`config.mk`:
```
export PLATFORM = sky130hd
export DESIGN_NAME = sac_core
export DESIGN_NICKNAME = d
export VERILOG_FILES = /design/src/rtl/sac_pkg.sv /design/src/rtl/sac_sync.sv /design/src/rtl/sac_core.sv
export SDC_FILE = /design/constraint.sdc
export NUM_CORES = 1
export LEC_CHECK = 0
export ABC_AREA = 0
export BUFFER_PORTS_ARGS = -buffer_cell sky130_fd_sc_hd__buf_2
export CORE_ASPECT_RATIO = 1.1
export CORE_UTILIZATION = 35
export CTS_BUF_LIST = sky130_fd_sc_hd__clkbuf_4 sky130_fd_sc_hd__clkbuf_8
export CTS_CLUSTER_DIAMETER = 80
export CTS_CLUSTER_SIZE = 16
export DETAILED_ROUTE_END_ITERATION = 10
export SLEW_MARGIN = 10
export SYNTH_ARGS = -nofsm -noshare
export SYNTH_HDL_FRONTEND = slang
export SYNTH_SLANG_ARGS = --single-unit
```
`constraint.sdc`:
```
create_clock -name i_core_clk -period 6.6 [get_ports i_core_clk]
set_input_delay 1.32 -clock i_core_clk [delete_from_list [all_inputs] [get_ports i_core_clk]]
set_output_delay 1.32 -clock i_core_clk [all_outputs]
set_load 0.01 [all_outputs]
```
`src/rtl/sac_pkg.sv`:
```
package sac_pkg;
  localparam int DW = 8;
  localparam int CORE_PERIOD_PS = 4000;
  // aperture delay from start to input capture, least time: round up
  localparam int CAPTURE_DELAY_NS = 50;
  localparam logic [3:0] CAPTURE_CYC =
    4'((CAPTURE_DELAY_NS * 1000 + CORE_PERIOD_PS - 1) / CORE_PERIOD_PS);
  // internal oscillator half period, nominal value of our own, round down
  localparam int OSC_HALF_NS = 125;
  localparam logic [4:0] OSC_HALF_CYC =
    5'((OSC_HALF_NS * 1000) / CORE_PERIOD_PS);
  localparam logic [3:0] CONV_EDGES = 4'd8;
  localparam logic [DW-1:0] DAC_RESET = 8'h00;
  localparam logic [DW-1:0] RESULT_RESET = 8'h00;
  localparam logic [DW-1:0] SAR_CLEAR = 8'h00;
  localparam logic [DW-1:0] SAR_MSB = 8'h80;
  // pin bundle layout through the synchroniser
  localparam int PIN_W = 16;
  localparam int B_DATA = 8;
  localparam int B_START = 7;
  localparam int B_CS = 6;
  localparam int B_RD = 5;
  localparam int B_WR = 4;
  localparam int B_DEVRST = 3;
  localparam int B_EXTCLK = 2;
  localparam int B_CMP = 1;
  localparam int B_OSCSEL = 0;
  // strobes idle high so no false edge leaves reset
  localparam logic [PIN_W-1:0] PIN_RESET = 16'h00f8;
  typedef enum logic [1:0] {
    SAC_IDLE   = 2'b00,
    SAC_SETTLE = 2'b01,
    SAC_CONV   = 2'b11
  } sac_state_t;
endpackage

```
`src/rtl/sac_sync.sv`:
```
`timescale 1ns/1ps
`default_nettype none
module sac_sync (
  input  wire logic                        i_core_clk,
  input  wire logic                        i_rst_n,
  input  wire logic [sac_pkg::PIN_W-1:0]   i_async,
  output logic      [sac_pkg::PIN_W-1:0]   o_sync
);
  import sac_pkg::*;
  logic [PIN_W-1:0] meta_r;
  logic [PIN_W-1:0] meta_nxt;
  logic [PIN_W-1:0] sync_r;
  logic [PIN_W-1:0] sync_nxt;

  always_comb begin
    meta_nxt = i_async;
    sync_nxt = meta_r;
  end

  always_ff @(posedge i_core_clk) begin
    if (!i_rst_n) begin
      meta_r <= PIN_RESET;
      sync_r <= PIN_RESET;
    end else begin
      meta_r <= meta_nxt;
      sync_r <= sync_nxt;
    end
  end

  assign o_sync = sync_r;
endmodule
`default_nettype wire

```
`src/rtl/sac_core.sv`:
```
// Operation
// - start on falling start_convert_n, or when chip select and read go low
// - device reset pin leaves conversion alone, forces interrupt high
// - conversions proceed even if the interrupt was never cleared
// - analog_input captured about 50 ns after the start condition
// - msb decided on the second counted falling conversion-clock edge
// - clock edges inside the first 50 ns after start are not counted
// - each remaining bit decided on successive conversion-clock edges
// - at the end copy successive_approx_reg to result latch, then clear it
// - one conversion spans 8 conversion-clock cycles
// - track/hold holds from start until busy rises again
// - conversion clock used only during conversion; external may run
// - internal oscillator stops at the end, clock pin held at ground
// - dac register takes data bus on write rising edge with select low
// - select and write held low never make the dac register transparent
// - dac register loads zeros while device reset pin is low
// - busy low for the whole conversion, high when it ends
// - interrupt cleared on select or read rising at end of result read
// - during a read-started conversion, old result is driven on the bus
`timescale 1ns/1ps
`default_nettype none
module sac_core (
  input  wire logic                     i_core_clk,
  input  wire logic                     i_rst_n,
  input  wire logic                     i_start_convert_n,
  input  wire logic                     i_cs_n,
  input  wire logic                     i_rd_n,
  input  wire logic                     i_wr_n,
  input  wire logic                     i_dev_reset_n,
  input  wire logic                     i_int_osc_sel,
  input  wire logic                     i_osc_timing_capacitor,
  input  wire logic                     i_cmp_above,
  input  wire logic [sac_pkg::DW-1:0]   i_data,
  output logic      [sac_pkg::DW-1:0]   o_data,
  output logic                          o_data_oe,
  output logic                          o_busy_n,
  output logic                          o_int_n,
  output logic                          o_hold,
  output logic                          o_capture,
  output logic      [sac_pkg::DW-1:0]   o_successive_approx_reg,
  output logic      [sac_pkg::DW-1:0]   o_dac_code,
  output logic                          o_osc_timing_capacitor,
  output logic                          o_osc_timing_capacitor_oe
);
  import sac_pkg::*;

  function automatic logic fell(input logic prev, input logic cur);
    return prev & ~cur;
  endfunction

  function automatic logic rose(input logic prev, input logic cur);
    return ~prev & cur;
  endfunction

  // set bit b to the comparator verdict and try the next lower bit
  function automatic logic [DW-1:0] sar_step(input logic [DW-1:0] s,
                                             input logic [2:0]    b,
                                             input logic          c);
    logic [DW-1:0] r;
    r = s;
    r[b] = c;
    if (b != 3'd0) begin
      r[b - 3'd1] = 1'b1;
    end
    return r;
  endfunction

  logic [PIN_W-1:0] pin_s;
  logic [7:0]       prev_r;
  logic [7:0]       prev_nxt;
  logic             start_n;
  logic             cs_n;
  logic             rd_n;
  logic             wr_n;
  logic             devrst_n;
  logic             ext_clk;
  logic             cmp;
  logic             osc_sel;
  logic [DW-1:0]    data_s;

  sac_sync u_sync (
    .i_core_clk (i_core_clk),
    .i_rst_n    (i_rst_n),
    .i_async    ({i_data, i_start_convert_n, i_cs_n, i_rd_n, i_wr_n,
                  i_dev_reset_n, i_osc_timing_capacitor, i_cmp_above,
                  i_int_osc_sel}),
    .o_sync     (pin_s)
  );

  assign start_n  = pin_s[B_START];
  assign cs_n     = pin_s[B_CS];
  assign rd_n     = pin_s[B_RD];
  assign wr_n     = pin_s[B_WR];
  assign devrst_n = pin_s[B_DEVRST];
  assign ext_clk  = pin_s[B_EXTCLK];
  assign cmp      = pin_s[B_CMP];
  assign osc_sel  = pin_s[B_OSCSEL];
  assign data_s   = pin_s[B_DATA +: DW];

  logic start_req;
  logic rd_access;
  logic rd_access_end;
  logic wr_commit;

  always_comb begin
    prev_nxt = pin_s[7:0];
  end

  // read access is the and of both strobes; its end is either one rising
  assign rd_access     = ~cs_n & ~rd_n;
  assign rd_access_end = ~(prev_r[B_CS] | prev_r[B_RD]) & (cs_n | rd_n);
  assign start_req     = fell(prev_r[B_START], start_n) |
                         (rd_access & (prev_r[B_CS] | prev_r[B_RD]));
  // or of select and write rises on either trailing edge
  assign wr_commit     = rose(prev_r[B_CS] | prev_r[B_WR], cs_n | wr_n);

  // internal oscillator, an enable source on the core clock
  logic [4:0] osc_cnt_r;
  logic [4:0] osc_cnt_nxt;
  logic       osc_lvl_r;
  logic       osc_lvl_nxt;
  logic       osc_wrap;
  logic       conv_edge;
  sac_state_t state_r;
  sac_state_t state_nxt;

  assign osc_wrap = (osc_cnt_r == OSC_HALF_CYC - 5'd1);

  always_comb begin
    osc_cnt_nxt = 5'd0;
    osc_lvl_nxt = 1'b0;
    if (osc_sel && state_r != SAC_IDLE) begin
      osc_cnt_nxt = osc_wrap ? 5'd0 : osc_cnt_r + 5'd1;
      osc_lvl_nxt = osc_wrap ? ~osc_lvl_r : osc_lvl_r;
    end
  end

  // the pin is an input in external mode, so edges are taken only in conv
  assign conv_edge = (state_r == SAC_CONV) &
                     (osc_sel ? (osc_lvl_r & osc_wrap)
                              : fell(prev_r[B_EXTCLK], ext_clk));

  // conversion sequencer; the device reset pin is deliberately not here
  logic [3:0]    cap_cnt_r;
  logic [3:0]    cap_cnt_nxt;
  logic [3:0]    edge_cnt_r;
  logic [3:0]    edge_cnt_nxt;
  logic [DW-1:0] sar_r;
  logic [DW-1:0] sar_nxt;
  logic [DW-1:0] result_r;
  logic [DW-1:0] result_nxt;
  logic          capture_r;
  logic          capture_nxt;
  logic          busy_n_r;
  logic          busy_n_nxt;
  logic          hold_r;
  logic          hold_nxt;
  logic          done;
  logic [DW-1:0] sar_try;

  assign sar_try = sar_step(sar_r, 3'(CONV_EDGES - edge_cnt_r), cmp);

  always_comb begin
    state_nxt    = state_r;
    cap_cnt_nxt  = cap_cnt_r;
    edge_cnt_nxt = edge_cnt_r;
    sar_nxt      = sar_r;
    result_nxt   = result_r;
    capture_nxt  = 1'b0;
    done         = 1'b0;
    case (state_r)
      SAC_IDLE: begin
        // no look at the interrupt: an uncleared one never blocks a start
        if (start_req) begin
          state_nxt    = SAC_SETTLE;
          cap_cnt_nxt  = 4'd0;
          edge_cnt_nxt = 4'd0;
        end
      end
      SAC_SETTLE: begin
        // clock edges here fall inside the aperture window and are dropped
        if (cap_cnt_r == CAPTURE_CYC - 4'd1) begin
          state_nxt   = SAC_CONV;
          capture_nxt = 1'b1;
        end else begin
          cap_cnt_nxt = cap_cnt_r + 4'd1;
        end
      end
      SAC_CONV: begin
        if (conv_edge) begin
          if (edge_cnt_r == 4'd0) begin
            sar_nxt      = SAR_MSB;
            edge_cnt_nxt = 4'd1;
          end else if (edge_cnt_r == CONV_EDGES) begin
            done       = 1'b1;
            result_nxt = sar_try;
            sar_nxt    = SAR_CLEAR;
            state_nxt  = SAC_IDLE;
          end else begin
            sar_nxt      = sar_try;
            edge_cnt_nxt = edge_cnt_r + 4'd1;
          end
        end
      end
      default: begin
        state_nxt = SAC_IDLE;
      end
    endcase
    // starts during a conversion are simply not looked at
    busy_n_nxt = (state_nxt == SAC_IDLE);
    hold_nxt   = (state_nxt != SAC_IDLE);
  end

  // interrupt: a fresh result wins over any clear in the same cycle
  logic int_n_r;
  logic int_n_nxt;

  always_comb begin
    int_n_nxt = int_n_r;
    if (done) begin
      int_n_nxt = 1'b0;
    end else if (!devrst_n || rd_access_end) begin
      int_n_nxt = 1'b1;
    end
  end

  // dac register loads the bus on an edge only, never while strobes sit low
  logic [DW-1:0] dac_r;
  logic [DW-1:0] dac_nxt;

  always_comb begin
    dac_nxt = dac_r;
    if (!devrst_n) begin
      dac_nxt = DAC_RESET;
    end else if (wr_commit) begin
      dac_nxt = data_s;
    end
  end

  always_ff @(posedge i_core_clk) begin
    if (!i_rst_n) begin
      prev_r     <= PIN_RESET[7:0];
      osc_cnt_r  <= 5'd0;
      osc_lvl_r  <= 1'b0;
      state_r    <= SAC_IDLE;
      cap_cnt_r  <= 4'd0;
      edge_cnt_r <= 4'd0;
      sar_r      <= SAR_CLEAR;
      result_r   <= RESULT_RESET;
      capture_r  <= 1'b0;
      busy_n_r   <= 1'b1;
      hold_r     <= 1'b0;
      int_n_r    <= 1'b1;
      dac_r      <= DAC_RESET;
    end else begin
      prev_r     <= prev_nxt;
      osc_cnt_r  <= osc_cnt_nxt;
      osc_lvl_r  <= osc_lvl_nxt;
      state_r    <= state_nxt;
      cap_cnt_r  <= cap_cnt_nxt;
      edge_cnt_r <= edge_cnt_nxt;
      sar_r      <= sar_nxt;
      result_r   <= result_nxt;
      capture_r  <= capture_nxt;
      busy_n_r   <= busy_n_nxt;
      hold_r     <= hold_nxt;
      int_n_r    <= int_n_nxt;
      dac_r      <= dac_nxt;
    end
  end

  // old result stays on the bus until the new one is latched
  assign o_data                    = result_r;
  assign o_data_oe                 = rd_access;
  assign o_busy_n                  = busy_n_r;
  assign o_int_n                   = int_n_r;
  assign o_hold                    = hold_r;
  assign o_capture                 = capture_r;
  assign o_successive_approx_reg   = sar_r;
  assign o_dac_code                = dac_r;
  assign o_osc_timing_capacitor    = osc_lvl_r;
  assign o_osc_timing_capacitor_oe = osc_sel;
endmodule
`default_nettype wire

```
==> summary.md, run 1 <==
| Metric | Value |
|---|---|
| Status | finished clean |
| Ys flop type | dfxtp_1 |
| Layout cell share with drive strength beyond 1 | 0.182 |
| ANT nets after route | 0 |
| # setup viols final | 0 |
| Max Buffers Root-to-Sink | 2 |
| Postcts setup bufs | 0 |
| I/O pin count | 49 |
| CP startpoint kind | primary input |
| Hold EP | u_sync.o_sync[4]$_SDFF_PN1_ |
| Cts hold-fix bufs | 0 |
| H-tree depth | 3 |
| RD Place Congestion | 0.790 |
| Reg clk slew, reported paths | 90 ps |
| Place WS | 3500 ps |
| CP required | 6890 ps |
| R2R Path Start | edge_cnt_r[0]$_SDFFE_PN0P_ |
| CP arrival | 2980 ps |
| P&R area growth vs syn | 16.0% |
| Nets@finish | 414 |
| Drt drc | 0 |
| Largest net degree at the start of global routing | 49 |
| Post-DR wirelength/cell | 13.4 microns |
| Unrepaired setup endpoints after global routing | no |
| Fmax | 372 MHz |
| Seq/Total Area, Yosys | 0.487 |
| # diodes | 0 |
| Synth top area share | 0.487 |
| GRT overflow | 0 |
| Initial DRC Count | 161 |
| Fin. Hold Viols | 0 |
| Vias in the first global route | 2405 |
| Die height | 104 microns |
| Vias | 2620 |
| Setup slack after layout | 3910 ps |
| Core area | 9050 sq um |
| First-pass GRT wire length | 11300 microns |
| Post_cts resized | 0 |
| Worst Max-Slew Pin Slew | 1200 ps |
| Synth area leader | dfxtp_1 |
| Reg2reg path depth | 6 |
| Max-Cap Viols | 0 |
| Final TNS setup | 0 ps |
| Number of synthesized flops with an enable pin | 0 |
| Syn Nets | 373 |
| CTS Buf Count | 9 |
| CP Max Fanout | 48 |
| Chip Width | 95.0 microns |
| Pre-antenna DRT Iters | 4 |
| CTS tree | built |
| Commonest cells post-synth | dfxtp_1, and2_1, nor2_1, a21oi_1, nand2b_1 |
| Pwr Density | 257 nW/um^2 |
| Clock sink total | 81 |
| Full die area | 9910 sq um |
| Synth unique cells | 57 |
| Worst-skew pair later-pin latency | 360 ps |
| All-layer global routing usage | 0.146 |
| Drt total wl | 6740 microns |
| Number of vias per cell | 5.20 |
| Async S/R FF share, synth | 0 |
| Worst Skew | 11.0 ps |
| Period utilisation layout | 0.408 |
| CP Class | in -> reg |
| Leakage | 1.48 nW |
| Hpwl dp | 4660 microns |
| Synth Instances | 344 |
| Most numerous cell in the Yosys netlist | dfxtp_1 |
| Hold Crit Class | reg -> reg |
| Flop and latch count out of synthesis | 81 |
| IO buf count | 48 |
| Hold Crit Start | u_sync.meta_r[4]$_SDFF_PN1_ |
| Fin crit period | 2690 ps |
| Initial antenna violation count | 0 |
| Top post-synthesis cells by area | dfxtp_1, and2_1, ha_1 |
| Synth Cell Area | 3330 sq um |
| Rel. slew slack | 0.197 |
| FP Rows | 36 |
| Worst r2r dst | edge_cnt_r[0]$_SDFFE_PN0P_ |
| Mapped Avg Cell Area | 9.68 sq um |
| Worst Hold Depth | 1 |
| Crit end category | register |
| Reg2Reg Setup Slack | 3930 ps |
| Clk root buf | clkbuf_8 |
| Starting density of the core | 0.368 |
| Slew Viols, Final | 0 |
| Max IR drop VDD | 0.142 mV |
| Ys Warns | 0 |
## logic make-up (layout without fill, tap and decap cells)
| logic type | count (synthesis) | after routing | share of synthesized area |
|---|---|---|---|
| and+or+nand+nor | 131 | 131 | 0.227 |
| DFF | 81 | 81 | 0.487 |
| AOI/OAI and AO/OA | 77 | 77 | 0.166 |
| buffers and inverters | 30 | 76 | 0.0387 |
| adders and majority gates | 11 | 11 | 0.0413 |
| muxes | 8 | 8 | 0.0241 |
| xor gates and xnor gates | 6 | 6 | 0.0158 |
## worst max-delay path: stages
cell    delay (ps)
buf_2          540
inv_1          550
nor4_1         400
a32o_1         160
## cell usage in the layout (no fill, tap or decap), types with 3 or more instances in the layout
cell,n
nor2_1,23
mux2i_1,8
and2_1,24
a21oi_1,21
xor2_1,3
inv_1,12
o31ai_1,3
dfxtp_1,81
nor3b_1,4
nand2b_1,21
xnor2_1,3
o21a_1,6
buf_2,48
ha_1,11
o21ai_0,9
nand3_1,6
o211ai_1,6
nand3b_1,3
nand2_1,12
o31a_1,3
nor4_1,6
a211oi_1,3
nand4_1,7
clkbuf_8,10
nor3_1,10
## per-layer routing
layer / GRT usage / part of all wire / vias up
met5: 0 / 0 / -
met1: 0.177 / 0.46 / 1237
met4: 0.0725 / 0.020 / 0
met3: 0.0461 / 0.049 / 9
met2: 0.231 / 0.47 / 64
li1: - / - / 1310
## per-stage QoR
step / utilization / hold WS [ps] / cells / total power, mW / cell area [sq um]
3_3_place_gp: 0.401 / 390 / 488 / 0.587 / 3630
3_5_place_dp: 0.401 / 397 / 488 / 0.590 / 3630
2_1_floorplan: - / 386 / 344 / 0.569 / 3330
6_report: 0.427 / 412 / 504 / 0.994 / 3860
5_1_grt: 0.427 / 426 / 504 / 1.04 / 3860
4_1_cts: 0.427 / 420 / 504 / 1.01 / 3860
## worst max path at each step
| stage | startpoint | end | slack (ps) | depth (start not counted) |
|---|---|---|---|---|
| after floorplan | edge_cnt_r[0]$_SDFFE_PN0P_ | edge_cnt_r[0]$_SDFFE_PN0P_ | 4130 | 10 |
| after global placement | i_rst_n | edge_cnt_r[2]$_SDFFE_PN0P_ | 3550 | 4 |
| after detailed placement | i_rst_n | edge_cnt_r[2]$_SDFFE_PN0P_ | 3500 | 4 |
| after CTS | i_rst_n | edge_cnt_r[2]$_SDFFE_PN0P_ | 3860 | 4 |
| after global routing | edge_cnt_r[0]$_SDFFE_PN0P_ | edge_cnt_r[0]$_SDFFE_PN0P_ | 3690 | 6 |
| final | i_rst_n | edge_cnt_r[2]$_SDFFE_PN0P_ | 3910 | 4 |
## final cells by class
type | instances | area (sq um)
Inverter | 12 | 45.0
Fill cell | 914 | 5190
Timing Repair Buffer | 48 | 240
Multi-Input combinational cell | 233 | 1580
Clock inverter | 6 | 97.6
Clock buffer | 10 | 138
Sequential cell | 81 | 1620
Tap cell | 114 | 143
## power by group
part	internal (mW)	switching, mW
Clock	0.229	0.188
Combinational	0.0267	0.0411
Sequential	0.503	0.00696
Total	0.758	0.236
Power figures use the tool's default switching activity.
==> run 2: changes to the inputs <==
Clock period 6.6 ns to 2.35 ns, I/O delays scaled along.
==> run 2 against run 1 <==
Final area increased by 1.1%. Setup slack got worse by 3600 ps. Power increased to 2.7 times the previous value. Cell count increased by 1.8%. Highest routed layer unchanged.
==> summary.md, run 2 (same netlist as run 1, synthesis figures left out) <==
| Metric | Value |
|---|---|
| Status | finished clean |
| Commonest non-fill, non-tap cell in the layout | dfxtp_1 |
| Initial DRC Count | 140 (-13%) |
| Drt total wl | 6940 microns (+2.9%) |
| Core area | 9050 sq um (unchanged) |
| Worst Hold Margin | 299 ps (-113 ps) |
| M2 GR Usage | 0.241 (+0.0103) |
| Slew Viols, Final | 0 (unchanged) |
| CP Max Fanout | 16 (-67%) |
| Pre-antenna DRT Iters | 4 (unchanged) |
| Post-DR wirelength/cell | 13.5 microns (+1.1%) |
| Fin. Hold Viols | 0 (unchanged) |
| Drt drc | 0 (unchanged) |
| Unrepaired setup endpoints after global routing | no |
| # diodes | 0 (unchanged) |
| FP Rows | 36 (unchanged) |
| Area after DPL | 3700 sq um (+2.1%) |
| Hold Crit Class | in -> reg |
| Vias in the first global route | 2540 (+5.6%) |
| Max Buffers Root-to-Sink | 2 (unchanged) |
| GRT met3 Usage | 0.0431 (-0.00292) |
| Initial antenna violation count | 0 (unchanged) |
| Leakage | 1.51 nW (+2.2%) |
| Period utilisation layout | 0.884 |
| Hpwl dp | 4880 microns (+4.8%) |
| Die height | 104 microns (unchanged) |
| CTS Buf Count | 9 (unchanged) |
| CP arrival | 2360 ps (-620 ps) |
| Crit path to | o_successive_approx_reg[3]$_SDFFE_PN0P_ |
| R2R Path Start | edge_cnt_r[1]$_SDFFE_PN0P_ |
| Worst r2r dst | o_successive_approx_reg[3]$_SDFFE_PN0P_ |
| Fin crit period | 2080 ps |
| Cts hold-fix bufs | 0 (unchanged) |
| Postcts setup bufs | 0 (unchanged) |
| CP startpoint kind | register |
| Pwr Density | 684 nW/um^2 (+170%) |
| RD Place Congestion | 0.805 (+1.9%) |
| Final TNS setup | 0 ps (unchanged) |
| ANT nets after route | 0 (unchanged) |
| Multi-input logic area | 1580 sq um (unchanged) |
| Reg2reg path depth | 6 (unchanged) |
| CP required | 2630 ps (-4260 ps) |
| Chip Width | 95.0 microns (unchanged) |
| Fmax | 481 MHz |
| Worst Max-Slew Pin Slew | 637 ps (-567 ps) |
| Number of vias per cell | 5.12 (-1.5%) |
| Clock sink total | 81 (unchanged) |
| GRT overflow | 0 (unchanged) |
| Clk root buf | clkbuf_8 |
| Full die area | 9910 sq um (unchanged) |
| Vias | 2626 (+0.23%) |
| Final Power | 2.67 mW (+170%) |
| # setup viols final | 0 (unchanged) |
| Crit end category | register |
| IO buf count | 48 (unchanged) |
| Starting density of the core | 0.368 (unchanged) |
| Largest net degree at the start of global routing | 27 (-45%) |
| GR peak layer | met2 |
| FF/Latch Area | 1620 sq um (unchanged) |
| M1 GR Usage | 0.187 (+0.0106) |
| Most frequent cells in the layout | dfxtp_1, buf_2, and2_1, nor2_1 |
| Fin area | 3910 sq um (+1.1%) |
| CTS tree | built |
| H-tree depth | 3 (unchanged) |
| P&R area growth vs syn | 17.4% |
| Max IR drop VDD | 0.431 mV (+200%) |
| Worst-skew pair later-pin latency | 350 ps (about the same) |
| Post_cts resized | 0 (unchanged) |
| All-layer global routing usage | 0.152 (+0.00531) |
| I/O pin count | 49 (unchanged) |
| Layout cell share with drive strength beyond 1 | 0.201 (+0.0184) |
| Number of fill cells | 889 (-2.7%) |
| Nets@finish | 424 (+2.4%) |
| Critical Path Start | edge_cnt_r[1]$_SDFFE_PN0P_ |
| Max-Cap Viols | 0 (unchanged) |
| Reg2Reg Setup Slack | 270 ps (-3660 ps) |
| Reg clk slew, reported paths | 80 ps (about the same) |
| First-pass GRT wire length | 11800 microns (+3.8%) |
| CP Class | reg -> reg |
| Rel. slew slack | 0.572 (+0.375) |
| Worst Skew | 5.04 ps (-6.00 ps) |
-- run 2: changes by cell type in the layout (fill, tap and decap cells not counted), sizes merged --
| cell | delta |
|---|---|
| buf | +10 |
| bufinv | -1 |
| clkbuf | +3 |
| clkinv | -2 |
| clkinvlp | +1 |
| inv | -2 |
-- run 2: stage by stage --
stage          setup WS, ps  utilization  cells
2_1_floorplan          73.1            -    344
3_3_place_gp            360        0.409    498
3_5_place_dp            308        0.409    498
4_1_cts                 283        0.432    513
5_1_grt                18.6        0.432    513
6_report                272        0.432    513
-- run 2: power by group --
part / internal, mW / leakage (nW) / switching, mW
Sequential: 1.41 / 0.661 / 0.0176
Clock: 0.568 / 0.103 / 0.474
Combinational: 0.0834 / 0.750 / 0.118
Total: 2.06 / 1.51 / 0.610
-- run 2: cell type report --
type,instances,share of cell area
flip-flops and latches,81,0.415
clock inverters,2,0.00961
well taps,114,0.0365
clock buffers,13,0.0426
repair buffers,58,0.0807
inverters,12,0.0115
multi-input cells,233,0.404
-- run 2: worst min-delay path by stage --
stage                                 from                          end  slack, ps  depth (start not counted)
2_1_floorplan  u_sync.meta_r[3]$_SDFF_PN1_  u_sync.o_sync[3]$_SDFF_PN1_        390                          1
6_report                 i_start_convert_n  u_sync.meta_r[7]$_SDFF_PN1_        300                          2
3_5_place_dp   u_sync.meta_r[3]$_SDFF_PN1_  u_sync.o_sync[3]$_SDFF_PN1_        390                          1
3_3_place_gp   u_sync.meta_r[7]$_SDFF_PN1_  u_sync.o_sync[7]$_SDFF_PN1_        390                          1
5_1_grt                  i_start_convert_n  u_sync.meta_r[7]$_SDFF_PN1_        280                          2
4_1_cts                             i_rd_n  u_sync.meta_r[5]$_SDFF_PN1_        280                          2
-- run 2: critical path, cell delays in order (launching register included) --
cell,delay [ps]
dfxtp_1,360
inv_1,80
ha_1,450
or4b_2,690
o211ai_1,140
o211ai_1,140
a21oi_1,150
-- run 2: layer usage --
| layer | vias to the layer above | wire length (microns) |
|---|---|---|
| met5 | - | 0 |
| li1 | 1340 | - |
| met4 | 0 | 104 |
| met1 | 1210 | 3140 |
| met3 | 10 | 309 |
| met2 | 66 | 3390 |
==> run 3: changes to the inputs <==
Settings changed: CORE_UTILIZATION 35 to 50, PLACE_DENSITY set to 0.74.
==> run 3 against run 2 <==
Non-clock buffer count is the same. First-iteration DRC count increased by 42%. Maximum frequency is 0.64% higher. Power fell by 5.0%. Utilization is 18 points higher. Global-route usage grew 4.6 points. Sequential share of layout area rose by 0.72 points. Largest cell class unchanged.
==> summary.md, run 3 (same netlist as run 1, synthesis figures left out) <==
| Metric | Value |
|---|---|
| IO buf count | 48 (unchanged) |
| Worst-skew pair later-pin latency | 340 ps (about the same) |
| Slew Viols, Final | 0 (unchanged) |
| Setup slack after layout | 285 ps (+13.1 ps) |
| Max-Cap Viols | 0 (unchanged) |
| Max IR drop VDD | 0.419 mV (-2.9%) |
| Leakage | 1.50 nW (-0.87%) |
| Vias in the first global route | 2435 (-4.1%) |
| Full die area | 6990 sq um (-29%) |
| Post-DR wirelength/cell | 13.5 microns (about the same) |
| Clock sink total | 81 (unchanged) |
| CP startpoint kind | register |
| Core area | 6310 sq um (-30%) |
| CTS tree | built |
| Multi-input logic area | 1580 sq um (unchanged) |
| Pre-antenna DRT Iters | 5 (+1) |
| Die height | 87.6 microns (-16%) |
| Postcts setup bufs | 0 (unchanged) |
| Rel. slew slack | 0.602 (+0.0302) |
| Drt drc | 0 (unchanged) |
| Period utilisation layout | 0.879 (-0.00559) |
| Number of vias per cell | 5.58 (+9.1%) |
| ANT nets after route | 0 (unchanged) |
| CTS Buf Count | 9 (unchanged) |
| Largest net degree at the start of global routing | 34 (+26%) |
| Reg clk slew, reported paths | 80 ps (about the same) |
| Worst Max-Slew Pin Slew | 592 ps (-45.0 ps) |
| Finished Core Util | 0.609 (+0.178) |
| # diodes | 0 (unchanged) |
| Clk root buf | clkbuf_8 |
| Unrepaired setup endpoints after global routing | no |
| GRT overflow | 0 (unchanged) |
| Worst Skew | 9.06 ps (+4.02 ps) |
| Max Buffers Root-to-Sink | 2 (unchanged) |
| FF/Latch Area | 1620 sq um (unchanged) |
| Pwr Density | 661 nW/um^2 (-3.3%) |
| Drt total wl | 6480 microns (-6.7%) |
| Hold Crit Class | in -> reg |
| P&R area growth vs syn | 15.4% |
| Final TNS setup | 0 ps (unchanged) |
| Cts hold-fix bufs | 0 (unchanged) |
| Crit end category | register |
| CP Max Fanout | 10 (-6) |
| Initial DRC Count | 199 (+42%) |
| CP arrival | 2280 ps (-80 ps) |
| Dpl cells | 464 (-6.8%) |
| FP Rows | 30 (-17%) |
| Commonest non-fill, non-tap cell in the layout | dfxtp_1 |
| Vias | 2674 (+1.8%) |
| Chip Width | 79.8 microns (-16%) |
| Starting density of the core | 0.528 (+0.160) |
| H-tree depth | 3 (unchanged) |
| Fin. Hold Viols | 0 (unchanged) |
| Nets@finish | 424 (unchanged) |
| Initial antenna violation count | 0 (unchanged) |
| Status | finished clean |
| CP Class | reg -> reg |
| Post_cts resized | 0 (unchanged) |
| # setup viols final | 0 (unchanged) |
| Non-Filler Instances | 479 (-6.6%) |
| CP required | 2560 ps (-70 ps) |
| Number of fill cells | 539 (-39%) |
| First-pass GRT wire length | 10800 microns (-7.9%) |
| Fmax | 484 MHz (+0.64%) |
| I/O pin count | 49 (unchanged) |
| Layout cell share with drive strength beyond 1 | 0.201 (unchanged) |
| All-layer global routing usage | 0.198 (+0.0463) |
| Place WS | 339 ps (+30.7 ps) |
| Hpwl dp | 4540 microns (-7.0%) |
| RD Place Congestion | 0.865 (+7.5%) |
| Fin crit period | 2070 ps (-13.1 ps) |
| Most frequent cells in the layout | dfxtp_1, buf_2, and2_1, nor2_1 |
## run 3: cell count changes in the layout (fill, tap and decap cells not counted), sizes merged
cell      previous run  this run
bufinv               1         0
clkbuf              13        11
clkinv               0         2
clkinvlp             1         2
## run 3: through the flow
| stage | instance area, sq um | hold slack, ps | power, mW |
|---|---|---|---|
| floorplan | 3330 | 386 | 1.60 |
| global placement | 3660 | 389 | 1.66 |
| detailed placement | 3660 | 392 | 1.66 |
| CTS | 3840 | 289 | 2.57 |
| global route | 3840 | 294 | 2.65 |
| finish | 3840 | 302 | 2.54 |
## run 3: power by group
part	leakage, nW	total, mW	switching (mW)	internal (mW)
Clock	0.0874	0.910	0.475	0.435
Combinational	0.752	0.201	0.118	0.0822
Sequential	0.661	1.43	0.0177	1.41
Total	1.50	2.54	0.611	1.93
## run 3: critical path, stage by stage, from the launching register on
cell	delay, ps
dfxtp_1	310
inv_1	110
ha_1	380
xor2_1	520
o221ai_1	240
nor4_1	300
nor3_1	70
## run 3: cell type report
type,count,share of cell area
tap,80,0.0261
timing repair buffer,58,0.0821
multi-input combinational,233,0.411
inverter,12,0.0117
clock buffer,11,0.0394
sequential,81,0.422
clock inverter,4,0.00749
## run 3: worst paths after layout
check                                   start                          end  slack [ps]  cells past startpoint
setup / recovery   edge_cnt_r[0]$_SDFFE_PN0P_       o_data[6]$_SDFFE_PN0P_         280                      6
hold / removal                         i_rd_n  u_sync.meta_r[5]$_SDFF_PN1_         300                      2
setup reg to reg   edge_cnt_r[0]$_SDFFE_PN0P_       o_data[6]$_SDFFE_PN0P_         280                      6
hold reg to reg   u_sync.meta_r[3]$_SDFF_PN1_  u_sync.o_sync[3]$_SDFF_PN1_         410                      1
## run 3: per-layer routing
layer	track usage	wire length (microns)	vias to the layer above
met1	0.246	3000	1243
met3	0.0583	332	9
met4	0.0698	97	0
met5	0	0	-
li1	-	-	1334
met2	0.327	3040	88
